===== src/utx_pkg.sv =====
// utx_pkg: register map, field positions and shared types of the uart transmit channel
package utx_pkg;
   // ==================== register byte addresses ====================
   localparam logic [7:0] UTX_OFS_MODE    = 8'h00; // channel_mode
   localparam logic [7:0] UTX_OFS_COMM    = 8'h04; // channel_comm_setting
   localparam logic [7:0] UTX_OFS_DATA    = 8'h08; // channel_data_and_divider
   localparam logic [7:0] UTX_OFS_STATUS  = 8'h0c; // channel_status_reg (ro)
   localparam logic [7:0] UTX_OFS_CLEAR   = 8'h10; // flag_clear_trigger (wo)
   localparam logic [7:0] UTX_OFS_PRESCL  = 8'h14; // clock_prescale_select
   localparam logic [7:0] UTX_OFS_CTRL    = 8'h18; // enable, output level, input switch
   localparam logic [7:0] UTX_OFS_IRQ_ST  = 8'h1c; // sticky interrupt status (ro)
   localparam logic [7:0] UTX_OFS_IRQ_CLR = 8'h20; // interrupt clear (wo)
   localparam logic [7:0] UTX_OFS_IRQ_EN  = 8'h24; // interrupt enable
   // ==================== mode register fields ====================
   localparam int UTX_MODE_CKS = 15; // op_clock_select
   localparam int UTX_MODE_MD0 = 0;  // interrupt_source_select
   // ==================== comm setting fields ====================
   localparam int UTX_COMM_TXE   = 15; // transmit_enable_bit
   localparam int UTX_COMM_RXE   = 14; // receive_enable_bit
   localparam int UTX_COMM_DAP   = 13; // data_phase_select
   localparam int UTX_COMM_PTC   = 8;  // parity_type lo position (2 bits)
   localparam int UTX_COMM_DIR   = 7;  // bit_order_select
   localparam int UTX_COMM_SLC   = 4;  // stop_length lo position (2 bits)
   localparam int UTX_COMM_DLS   = 0;  // data_length_select: 0 = 7 bits, 1 = 8 bits
   // ==================== status / clear fields ====================
   localparam int UTX_ST_OVF = 0; // overrun error
   localparam int UTX_ST_PEF = 1; // parity error
   localparam int UTX_ST_FEF = 2; // framing error
   localparam int UTX_ST_BFF = 5; // buffer_full_flag
   localparam int UTX_ST_TSF = 6; // transfer busy
   // ==================== control fields ====================
   localparam int UTX_CTRL_EN  = 0; // channel operation enable
   localparam int UTX_CTRL_SOL = 1; // output_level_select: 1 = inverted
   localparam int UTX_CTRL_ISC = 2; // input_switch_control (2 bits)
   // ==================== interrupt event bits ====================
   localparam int UTX_IRQ_TX  = 0; // tx_interrupt event
   localparam int UTX_IRQ_ERR = 1; // receive error event
   localparam int UTX_IRQ_W   = 2;
   // ==================== reset values and limits ====================
   localparam logic [15:0] UTX_MODE_RST = 16'h0020;
   localparam logic [15:0] UTX_COMM_RST = 16'h0087;
   localparam logic [15:0] UTX_DATA_RST = 16'h0000;
   localparam logic [6:0]  UTX_DIV_MIN  = 7'h02; // smallest legal divider field
   localparam logic [1:0]  UTX_PAR_NONE = 2'h0;
   localparam logic [1:0]  UTX_PAR_ZERO = 2'h1;
   localparam logic [1:0]  UTX_PAR_EVEN = 2'h2;
   localparam logic [1:0]  UTX_STOP_TWO = 2'h2;

   // transmitter sequencing states
   typedef enum logic [2:0] {
      UTX_IDLE   = 3'b000,
      UTX_START  = 3'b001,
      UTX_DATA   = 3'b010,
      UTX_PARITY = 3'b011,
      UTX_STOP   = 3'b100
   } utx_state_t;

   // register bus request carried as one bundle
   typedef struct packed {
      logic [7:0]  addr;
      logic [15:0] wdata;
      logic        wr;
      logic        rd;
   } utx_bus_req_t;

   // receive-side error reports from the partner odd channel
   typedef struct packed {
      logic overrun;
      logic parity;
      logic framing;
   } utx_rx_err_t;
endpackage : utx_pkg


===== src/utx_channel.sv =====
// utx_channel: even-channel asynchronous transmitter with register slave and interrupts
//
// The strobed register port and the register offsets are this design's own decisions.
`timescale 1ns/1ps
`default_nettype none

// Functional notes
// - reading data register clears buffer-full flag
// - status shows errors; clear-trigger ones clear them
// - frame: start, data, parity, stop at baud
// - even channel transmits only, odd receives
// - data length selectable seven or eight bits
// - direction zero msb first, one lsb
// - output selectable normal or inverted level
// - parity none, zero, even or odd
// - stop field selects one or two
// - interrupt source: transfer end or buffer empty
// - clock select picks prescaler output a or b
// - divider field at least two, max 127
// - receive errors set flags and error interrupt
// - transmit appends parity and stop bits
// - receive pin routable to interrupt or timer
// - writing low data starts transmission when idle
// - write while buffer full overwrites pending word
// - op clock from prescaler setting and select bit
module utx_channel (
   input  wire logic                  CLOCK,         // system clock, 100 MHz
   input  wire logic                  RST_B,         // asynchronous reset, active low
   input  wire utx_pkg::utx_bus_req_t BUS_REQ,       // register bus request
   output logic [15:0]                BUS_RDATA,     // read data, cycle after read strobe
   input  wire utx_pkg::utx_rx_err_t  RX_ERR,        // one-cycle error pulses from receiver
   input  wire logic                  SERIAL_RX_PIN, // receive line from remote device
   output logic                       SERIAL_TX_PIN, // transmit line to remote device
   output logic                       EXT_IRQ_IN,    // rx pin routed to external interrupt
   output logic                       TIMER_IN,      // rx pin routed to timer input
   output logic                       IRQ            // level interrupt output
);
   import utx_pkg::*;

   // ==================== state ====================
   typedef struct packed {
      logic [15:0]          mode;      // channel_mode
      logic [15:0]          comm;      // channel_comm_setting
      logic [15:0]          data;      // low_data_buffer and baud_divider_upper
      logic [7:0]           prescale;  // clock_prescale_select
      logic [3:0]           ctrl;      // enable, level, input switch
      logic                 bff;       // buffer_full_flag
      logic [2:0]           err;       // framing, parity, overrun flags
      logic [UTX_IRQ_W-1:0] irq_st;    // sticky interrupt status
      logic [UTX_IRQ_W-1:0] irq_en;    // interrupt enable
      logic [15:0]          rdata;     // registered read data
      logic [15:0]          pre_cnt;   // free prescaler counter
      logic [7:0]           baud_cnt;  // half-bit divider counter
      logic                 half;      // second half of a bit period
      utx_state_t           state;     // transmitter state
      logic [7:0]           shift;     // word being sent
      logic [2:0]           bit_idx;   // data bits sent so far
      logic                 par;       // running parity
      logic                 stop2;     // second stop bit pending
      logic                 line;      // unencoded line level
   } utx_st_t;

   utx_st_t st_r;  // registered state
   utx_st_t st_nxt; // next state

   // ==================== combinational helpers ====================
   logic       ck_a;      // prescaler output a tick
   logic       ck_b;      // prescaler output b tick
   logic       mck_tick;  // operation clock enable
   logic       baud_tick; // half-bit period elapsed
   logic [6:0] div;       // divider field
   logic [2:0] last_idx;  // index of last data bit
   logic       nbit;      // next data bit to send
   logic       wr_data;   // software write to data register
   logic       busy;      // frame in flight
   logic       tx_evt;    // transmit interrupt event this cycle

   always_comb begin
      // prescaler taps: a tick when the low bits of the counter all wrap
      ck_a = (st_r.pre_cnt & ((16'h0001 << st_r.prescale[3:0]) - 16'h0001)) == 16'h0000;
      ck_b = (st_r.pre_cnt & ((16'h0001 << st_r.prescale[7:4]) - 16'h0001)) == 16'h0000;
      mck_tick = st_r.mode[UTX_MODE_CKS] ? ck_b : ck_a;
      // divider below the legal floor is clamped, so the rate never exceeds mck/6
      div = (st_r.data[15:9] < UTX_DIV_MIN) ? UTX_DIV_MIN : st_r.data[15:9];
      baud_tick = mck_tick && (st_r.baud_cnt == {1'b0, div});
      last_idx = st_r.comm[UTX_COMM_DLS] ? 3'h7 : 3'h6;
      // bit order: lsb first shifts right, msb first picks top of the used width
      if (st_r.comm[UTX_COMM_DIR]) begin
         nbit = st_r.shift[0];
      end else begin
         nbit = st_r.comm[UTX_COMM_DLS] ? st_r.shift[7] : st_r.shift[6];
      end
      wr_data = BUS_REQ.wr && (BUS_REQ.addr == UTX_OFS_DATA);
      busy = (st_r.state != UTX_IDLE);
   end

   // ==================== next-state logic ====================
   always_comb begin
      st_nxt = st_r;
      tx_evt = 1'b0;
      st_nxt.pre_cnt = st_r.pre_cnt + 16'h0001;

      // ---- baud divider: two half periods of (div+1) mck ticks each ----
      if (busy && mck_tick) begin
         st_nxt.baud_cnt = baud_tick ? 8'h00 : st_r.baud_cnt + 8'h01;
      end else if (!busy) begin
         st_nxt.baud_cnt = 8'h00;
      end
      if (busy && baud_tick) begin
         st_nxt.half = !st_r.half;
      end

      // ---- transmitter sequence; only the even channel has one ----
      unique case (st_r.state)
         UTX_IDLE: begin
            st_nxt.line = 1'b1;
            st_nxt.half = 1'b0;
            // start as soon as a word is buffered and the channel runs
            if (st_r.bff && st_r.ctrl[UTX_CTRL_EN] && st_r.comm[UTX_COMM_TXE]) begin
               st_nxt.state = UTX_START;
               st_nxt.shift = st_r.data[7:0];
               st_nxt.bff = 1'b0;
               st_nxt.line = 1'b0;
               st_nxt.bit_idx = 3'h0;
               st_nxt.par = 1'b0;
               // buffer freed: buffer-empty interrupt in continuous mode
               if (st_r.mode[UTX_MODE_MD0]) begin
                  tx_evt = 1'b1;
               end
            end
         end
         UTX_START: begin
            if (baud_tick && st_r.half) begin
               st_nxt.state = UTX_DATA;
               st_nxt.line = nbit;
            end
         end
         UTX_DATA: begin
            if (baud_tick && st_r.half) begin
               st_nxt.par = st_r.par ^ st_r.line;
               st_nxt.shift = st_r.comm[UTX_COMM_DIR] ? {1'b0, st_r.shift[7:1]} : {st_r.shift[6:0], 1'b0};
               st_nxt.bit_idx = st_r.bit_idx + 3'h1;
               if (st_r.bit_idx == last_idx) begin
                  st_nxt.stop2 = (st_r.comm[UTX_COMM_SLC+1 -: 2] == UTX_STOP_TWO);
                  if (st_r.comm[UTX_COMM_PTC+1 -: 2] == UTX_PAR_NONE) begin
                     st_nxt.state = UTX_STOP;
                     st_nxt.line = 1'b1;
                  end else begin
                     st_nxt.state = UTX_PARITY;
                  end
               end else begin
                  st_nxt.line = st_r.comm[UTX_COMM_DIR] ? st_r.shift[1]
                              : (st_r.comm[UTX_COMM_DLS] ? st_r.shift[6] : st_r.shift[5]);
               end
               // parity value for the slot that follows the last bit
               if (st_r.bit_idx == last_idx) begin
                  unique case (st_r.comm[UTX_COMM_PTC+1 -: 2])
                     UTX_PAR_NONE: ;
                     UTX_PAR_ZERO: st_nxt.line = 1'b0;
                     UTX_PAR_EVEN: st_nxt.line = st_r.par ^ st_r.line;
                     default:      st_nxt.line = ~(st_r.par ^ st_r.line);
                  endcase
               end
            end
         end
         UTX_PARITY: begin
            if (baud_tick && st_r.half) begin
               st_nxt.state = UTX_STOP;
               st_nxt.line = 1'b1;
            end
         end
         UTX_STOP: begin
            if (baud_tick && st_r.half) begin
               if (st_r.stop2) begin
                  st_nxt.stop2 = 1'b0;
               end else begin
                  st_nxt.state = UTX_IDLE;
                  // transfer-end interrupt in single-transfer mode
                  if (!st_r.mode[UTX_MODE_MD0]) begin
                     tx_evt = 1'b1;
                  end
               end
            end
         end
         default: st_nxt.state = UTX_IDLE;
      endcase

      // ---- register writes ----
      if (BUS_REQ.wr) begin
         unique case (BUS_REQ.addr)
            UTX_OFS_MODE:   st_nxt.mode = BUS_REQ.wdata;
            UTX_OFS_COMM:   st_nxt.comm = BUS_REQ.wdata;
            UTX_OFS_DATA:   st_nxt.data = BUS_REQ.wdata;
            UTX_OFS_PRESCL: st_nxt.prescale = BUS_REQ.wdata[7:0];
            UTX_OFS_CTRL:   st_nxt.ctrl = BUS_REQ.wdata[3:0];
            UTX_OFS_CLEAR:  st_nxt.err = st_r.err & ~BUS_REQ.wdata[2:0];
            UTX_OFS_IRQ_CLR: st_nxt.irq_st = st_r.irq_st & ~BUS_REQ.wdata[UTX_IRQ_W-1:0];
            UTX_OFS_IRQ_EN: st_nxt.irq_en = BUS_REQ.wdata[UTX_IRQ_W-1:0];
            default: ;
         endcase
      end
      // a new word always lands in the buffer, replacing any pending one
      if (wr_data) begin
         st_nxt.bff = 1'b1;
      end
      // transmit event applied after the clear, so a same-cycle set wins
      if (tx_evt) begin
         st_nxt.irq_st[UTX_IRQ_TX] = 1'b1;
      end

      // ---- register reads; data read frees the buffer ----
      if (BUS_REQ.rd) begin
         unique case (BUS_REQ.addr)
            UTX_OFS_MODE:   st_nxt.rdata = st_r.mode;
            UTX_OFS_COMM:   st_nxt.rdata = st_r.comm;
            UTX_OFS_DATA: begin
               st_nxt.rdata = st_r.data;
               st_nxt.bff = 1'b0;
            end
            UTX_OFS_STATUS: st_nxt.rdata = {9'h000, busy, st_r.bff, 2'h0, st_r.err};
            UTX_OFS_PRESCL: st_nxt.rdata = {8'h00, st_r.prescale};
            UTX_OFS_CTRL:   st_nxt.rdata = {12'h000, st_r.ctrl};
            UTX_OFS_IRQ_ST: st_nxt.rdata = {14'h0000, st_r.irq_st};
            UTX_OFS_IRQ_EN: st_nxt.rdata = {14'h0000, st_r.irq_en};
            default:        st_nxt.rdata = 16'h0000; // unmapped and write-only read zero
         endcase
      end else begin
         st_nxt.rdata = 16'h0000;
      end

      // ---- error events win over a same-cycle clear ----
      if (st_r.comm[UTX_COMM_RXE]) begin
         if (RX_ERR.overrun) st_nxt.err[UTX_ST_OVF] = 1'b1;
         if (RX_ERR.parity)  st_nxt.err[UTX_ST_PEF] = 1'b1;
         if (RX_ERR.framing) st_nxt.err[UTX_ST_FEF] = 1'b1;
         if (RX_ERR.overrun || RX_ERR.parity || RX_ERR.framing) begin
            st_nxt.irq_st[UTX_IRQ_ERR] = 1'b1;
         end
      end
   end

   // ==================== state register ====================
   always_ff @(posedge CLOCK or negedge RST_B) begin
      if (!RST_B) begin
         st_r <= '{mode: UTX_MODE_RST, comm: UTX_COMM_RST, data: UTX_DATA_RST,
                   line: 1'b1, state: UTX_IDLE, default: '0};
      end else begin
         st_r <= st_nxt;
      end
   end

   // ==================== outputs ====================
   always_comb begin
      // inverted mode flips the whole frame, idle included
      SERIAL_TX_PIN = st_r.line ^ st_r.ctrl[UTX_CTRL_SOL] ^ st_r.comm[UTX_COMM_DAP];
      BUS_RDATA = st_r.rdata;
      IRQ = |(st_r.irq_st & st_r.irq_en);
      // gated copies so an unused route stays quiet
      EXT_IRQ_IN = SERIAL_RX_PIN & st_r.ctrl[UTX_CTRL_ISC];
      TIMER_IN = SERIAL_RX_PIN & st_r.ctrl[UTX_CTRL_ISC+1];
   end
endmodule : utx_channel
`default_nettype wire


===== config.mk =====
export PLATFORM = sky130hd
export DESIGN_NAME = utx_channel
export DESIGN_NICKNAME = d
export VERILOG_FILES = /design/src/utx_pkg.sv /design/src/utx_channel.sv
export SDC_FILE = /design/constraint.sdc
export NUM_CORES = 1
export LEC_CHECK = 0
export BUFFER_PORTS_ARGS = -buffer_cell sky130_fd_sc_hd__buf_2
export CORE_UTILIZATION = 25
export CTS_CLUSTER_DIAMETER = 60
export DETAILED_ROUTE_END_ITERATION = 8
export PLACE_DENSITY = 0.38
export SYNTH_ARGS = -nofsm -noshare
export SYNTH_HDL_FRONTEND = slang
export SYNTH_SLANG_ARGS = --single-unit

===== constraint.sdc =====
create_clock -name CLOCK -period 7.7 [get_ports CLOCK]
set_input_delay 0.385 -clock CLOCK [delete_from_list [all_inputs] [get_ports CLOCK]]
set_output_delay 0.385 -clock CLOCK [all_outputs]
set_load 0.03 [all_outputs]

* After elaboration in Yosys (flattened, before gate mapping) *
Cells that the tools add are included.

operators by class
  multiplexer cells = 56
  add/subtract/negate cells = 5
  eq/ne operators = 26
  reduce and logical (&&, ||, !) cells = 34
  shifts and indexed selects = 2
  bitwise gates (word level) = 13
  order comparisons = 1

operator list
  operator                 count
  $pmux W16 S8             1
  $and A16 B16 Y16         2
  $eq A8 B5 Y1 const B     4
  $logic_not A16 Y1        2
  $mux W8                  4
  $shl A1 B4 Y16 const A   2
  $sub A16 B1 Y16 const B  2
  $mux W1                  30
  $pmux W12 S2             1
  $mux W3                  7
  $mux W17                 1
  $add A16 B1 Y16 const B  1
  $eq A8 B4 Y1 const B     2
  $eq A8 B6 Y1 const B     2
  $mux W16                 1
  $mux W15                 1
  $pmux W3 S5              1
  $mux W7                  2
  $ne A2 B2 Y1 const B     7
  $reduce_and A2 Y1        7
  $reduce_bool A2 Y1       5
  $add A8 B1 Y8 const B    1
  $eq A8 B3 Y1 const B     1
  $eq A8 B7 Y1             1
  33 further kinds         49

storage, ports and cells
  output and inout port bits = 20
  input bits = 32
  register bits after elaboration = 126
  word-level logic and storage cells = 157

* Logic depth before layout (Yosys ltp) *
  depth in word-level cells = 11
  depth in mapped cells = 13
  depth with buffers taken out = 10

* Worst setup path before layout *
OpenSTA, ideal clock, no wires.

  kind = register to register
  from = register st_r[73] (netlist bit)
  to = register st_r[10] (netlist bit)
  data required time = 7,572 ps
  library setup time = 128 ps
  buffers on the path = 2
  path slack = 4,481 ps
  period minus slack after synthesis = 3,219 ps
  stages on the path, launching flop included = 12
  arrival = 3,091 ps
  cell sequence = dfrtp_1 > clkbuf_1 > or4_1 > ha_1 > buf_2 > or4b_1 > o21ai_0 > a211oi_1 > o2111ai_4 > a2111oi_4 > nor2_4 > mux2_1

between the ends
  cells in the longest elaborated chain, start to end = 9

RTL lines
  what                         RTL line            text
  start: declaration           utx_channel.sv:63   utx_st_t st_r;
  start signal: assignment     utx_channel.sv:245  st_r <= '{mode: UTX_MODE_RST, comm: UTX_COMM_RST, data: UTX_DATA_RST,
  start signal: assignment     utx_channel.sv:248  st_r <= st_nxt;
  $shl A1 B4 Y16               utx_channel.sv:80   ck_a = (st_r.pre_cnt & ((16'h0001 << st_r.prescale[3:0]) - 16'h0001)) == 16'h0000;
  $sub A16 B1 Y16              utx_channel.sv:80
  $and A16 B16 Y16             utx_channel.sv:80
  $logic_not A16 Y1            utx_channel.sv:80
  $mux W1                      utx_channel.sv:82   mck_tick = st_r.mode[UTX_MODE_CKS] ? ck_b : ck_a;
  $logic_and A1 B1 Y1          utx_channel.sv:85   baud_tick = mck_tick && (st_r.baud_cnt == {1'b0, div});
  $logic_and A1 B1 Y1          utx_channel.sv:139  if (baud_tick && st_r.half) begin
  $ne A2 B2 Y1 (no line)       n/a
  $reduce_and A3 Y1 (no line)  n/a

No other way between the ends.
A chain may end at the register's enable or synchronous reset.

* Worst setup path in the final report *
  from = register st_r[73] (netlist bit)
  to = register st_r[15] (netlist bit)

between the ends
  cells in the longest elaborated chain, start to end = 9

RTL lines
  what                             RTL line
  $shl A1 B4 Y16 (*)               utx_channel.sv:80
  $sub A16 B1 Y16 (*)              utx_channel.sv:80
  $and A16 B16 Y16 (*)             utx_channel.sv:80
  $logic_not A16 Y1 (*)            utx_channel.sv:80
  $mux W1 (*)                      utx_channel.sv:82
  $logic_and A1 B1 Y1 (*)          utx_channel.sv:85
  $logic_and A1 B1 Y1 (*)          n/a
  $ne A2 B2 Y1 (no line)           n/a
  $reduce_and A7 Y1 (no line) (*)  n/a

Every way passes the cells marked *; elsewhere a longest branch is shown, timed or not.

==> out/results.ini <==
[placement]
io_buffers=51
dpl-instance-area_sq_um=6920
gp_congestion=0.797
dp_hpwl_mm=12.6

[clock_network]
cts_buffers=17
post_cts_buffers=0
cts_num_sinks=125
cts_tree=built
clk_latency_ps=420
clk_pin_slew_ps=60
ctsHtreeMaxLevel=4
clock_path_buffers=2
cts_root_buf=clkbuf_16

[grt]
use_met1=0.190
grt_antenna_before_repair=0
track_usage=0.145
grt_pass1_wl_mm=28.9
overflow=0
grt_max_degree=67
busiest_layer=met2
met3_usage=0.0316
grtUsageMet2=0.238
grt_pass1_vias=4987

[sta]
tns_ps=0
slew_viol_final=0
slew_headroom=0.299
hold_viol=0
tightestPinTransition_ps=1050
fin_skew_ps=7.71
setup_viol=0
fmax_mhz=273
hold_slack_ps=220
final.min_clock_period_ps=3660
rsz0062_at_grt=no
post-route-period-util=0.476

[route]
drc=0
antenna_left=0
routedWlPerCell_microns=18.7
avgViaCountPerCell=4.94
drt_pass1_iterations=6
vias=4757
drt_iter0_markers=333
totalWireLength_mm=18.0

[floorplanning]
die-area_sq_um=26400
initial_core_util=0.255
fp-row-count=58
ios=52
fp.dieW_microns=163
die_h_microns=163
coreArea_sq_um=25300

[cells_and_area]
nets=656
drive_above_1_share=0.264
areaGrowthSynthToFinish_pct=16.2
design_area_sq_um=7490
n_antenna_cell=0

[logic_synthesis]
synth_edf_count=0
synth_common_cells=119 x dfrtp_1, 65 x mux2_2, 52 x nand2_1, 37 x nor2_1, 23 x xnor2_1
synthesis.instances=589
ys_types=62
synth.top_cell.area_share=0.462
ys_async_sr_fraction=1.00
yosys_warnings=0
syn-num-nets=626
yosys.area.top_type=dfrtp_1
synth_area_leaders=dfrtp_1 46%, mux2_2 11%, xnor2_1 3.1%
ys_seq_area_frac=0.486
avgSynthCellArea_sq_um=10.9
synth_most_common_cell=dfrtp_1
synth_flop_cell=dfrtp_1
netlist_area_sq_um=6450
ys_ff_latch=125

[hold_path]
hold_start=RX_ERR[1]
worst_hold_path.endpoint=st_r[63]$_DFF_PN0_
hold_depth=2
hp-class=primary input to flop

[pwr]
finalPower_uw=1600
ir_worst_vdd_mv=0.150
p_per_area_nw_per_um2=213
leakage_uw=0.00327

[setup_path]
r2r_slack_ps=4040
cp_data_required_time_ps=8000
r2r_end=st_r[15]$_DFFE_PN0P_
r2r-start=st_r[73]$_DFFE_PN0P_
rr_worst_depth=9
crit_path_end_kind=flop
critPathKind=flop to flop
crit_arrival_ps=3960
critPathLaunchType=flop
cp_max_fo=13

[outcome]
status=complete, no violations

[job]
cap_violations=0

cells by family (layout without fill, tap and decap cells):
| family | Yosys count | count (layout) | share of synthesized area |
|---|---|---|---|
| and+or+nand+nor | 164 | 164 | 0.130 |
| AOI/OAI and AO/OA | 120 | 120 | 0.139 |
| DFF | 125 | 125 | 0.486 |
| buffers and inverters | 58 | 101 | 0.0452 |
| xor gates and xnor gates | 31 | 31 | 0.0421 |
| muxes | 86 | 86 | 0.147 |
| adders and majority gates | 5 | 5 | 0.00970 |
worst max path at each step:
stage                         start              endpoint  slack [ps]  depth (start not counted)
2_1_floorplan  st_r[73]$_DFFE_PN0P_  st_r[10]$_DFFE_PN0P_        4480                         11
3_3_place_gp   st_r[72]$_DFFE_PN0P_  st_r[20]$_DFFE_PN0P_        4100                          9
3_5_place_dp   st_r[72]$_DFFE_PN0P_  st_r[23]$_DFFE_PN0P_        3940                          9
4_1_cts        st_r[73]$_DFFE_PN0P_  st_r[23]$_DFFE_PN0P_        3940                          9
5_1_grt        st_r[72]$_DFFE_PN0P_  st_r[15]$_DFFE_PN0P_        3760                          9
6_report       st_r[73]$_DFFE_PN0P_  st_r[15]$_DFFE_PN0P_        4040                          9
power by group:
part / internal, uW / leakage (uW) / switching [uW]
sequential: 684 / 0.00168 / 31.4
combinational: 52.9 / 0.00133 / 68.3
clock: 461 / 0.000260 / 297
total: 1200 / 0.00327 / 397
layout by cell type, fill, tap and decap left out, types with 10 or more instances in the layout:
| master | instances |
|---|---|
| a222oi_1 | 15 |
| inv_1 | 12 |
| buf_2 | 51 |
| clkbuf_16 | 17 |
| xnor2_1 | 23 |
| nand2_1 | 52 |
| o21ai_0 | 13 |
| mux2_2 | 65 |
| a21oi_1 | 22 |
| a31oi_1 | 11 |
| dfrtp_1 | 119 |
| nand3_1 | 12 |
| a22oi_1 | 10 |
| mux2i_1 | 14 |
| nor2_1 | 37 |
worst max-delay path: stages, from the launching register on:
cell and delay, ps:
dfrtp_1 520, or4_1 580, ha_1 310, inv_1 120
o21ai_0 100, a211oi_1 370, o2111ai_4 250, a211oi_1 890
a31oi_1 220, nor2b_1 190
sequential cells by signal, indices dropped and copies added, names as in the netlist:
name / count
BUS_RDATA: 16
st_r: 109
timing repair:
| action | in CTS | in global routing |
|---|---|---|
| hold buffers | 1 | 0 |
| resized for setup | 0 | 0 |
| hold endpoints to repair | 58 | 0 |
metal layers:
layer / part of all wire / up-vias / wire length (microns)
li1: - / 2225 / -
met1: 0.47 / 2443 / 8520
met2: 0.49 / 74 / 8750
met3: 0.028 / 15 / 498
met4: 0.011 / 0 / 198
met5: 0 / - / 0
cell type report:
| class | count | area (sq um) |
|---|---|---|
| clock inverters | 9 | 87.6 |
| repair buffers | 57 | 307 |
| fillers | 2623 | 17800 |
| clock buffers | 23 | 468 |
| multi-input cells | 406 | 3030 |
| flip-flops and latches | 125 | 3140 |
| inverters | 12 | 45.0 |
| well taps | 330 | 413 |
metrics by stage:
stage / std cells / setup slack, ps / util
finish: 962 / 4040 / 0.297
global route: 962 / 3760 / 0.297
CTS: 961 / 3940 / 0.296
detailed placement: 928 / 3940 / 0.274
global placement: 928 / 4100 / 0.274
floorplan: 589 / 4480 / -
Note: power is estimated with default switching activity, not from simulation.
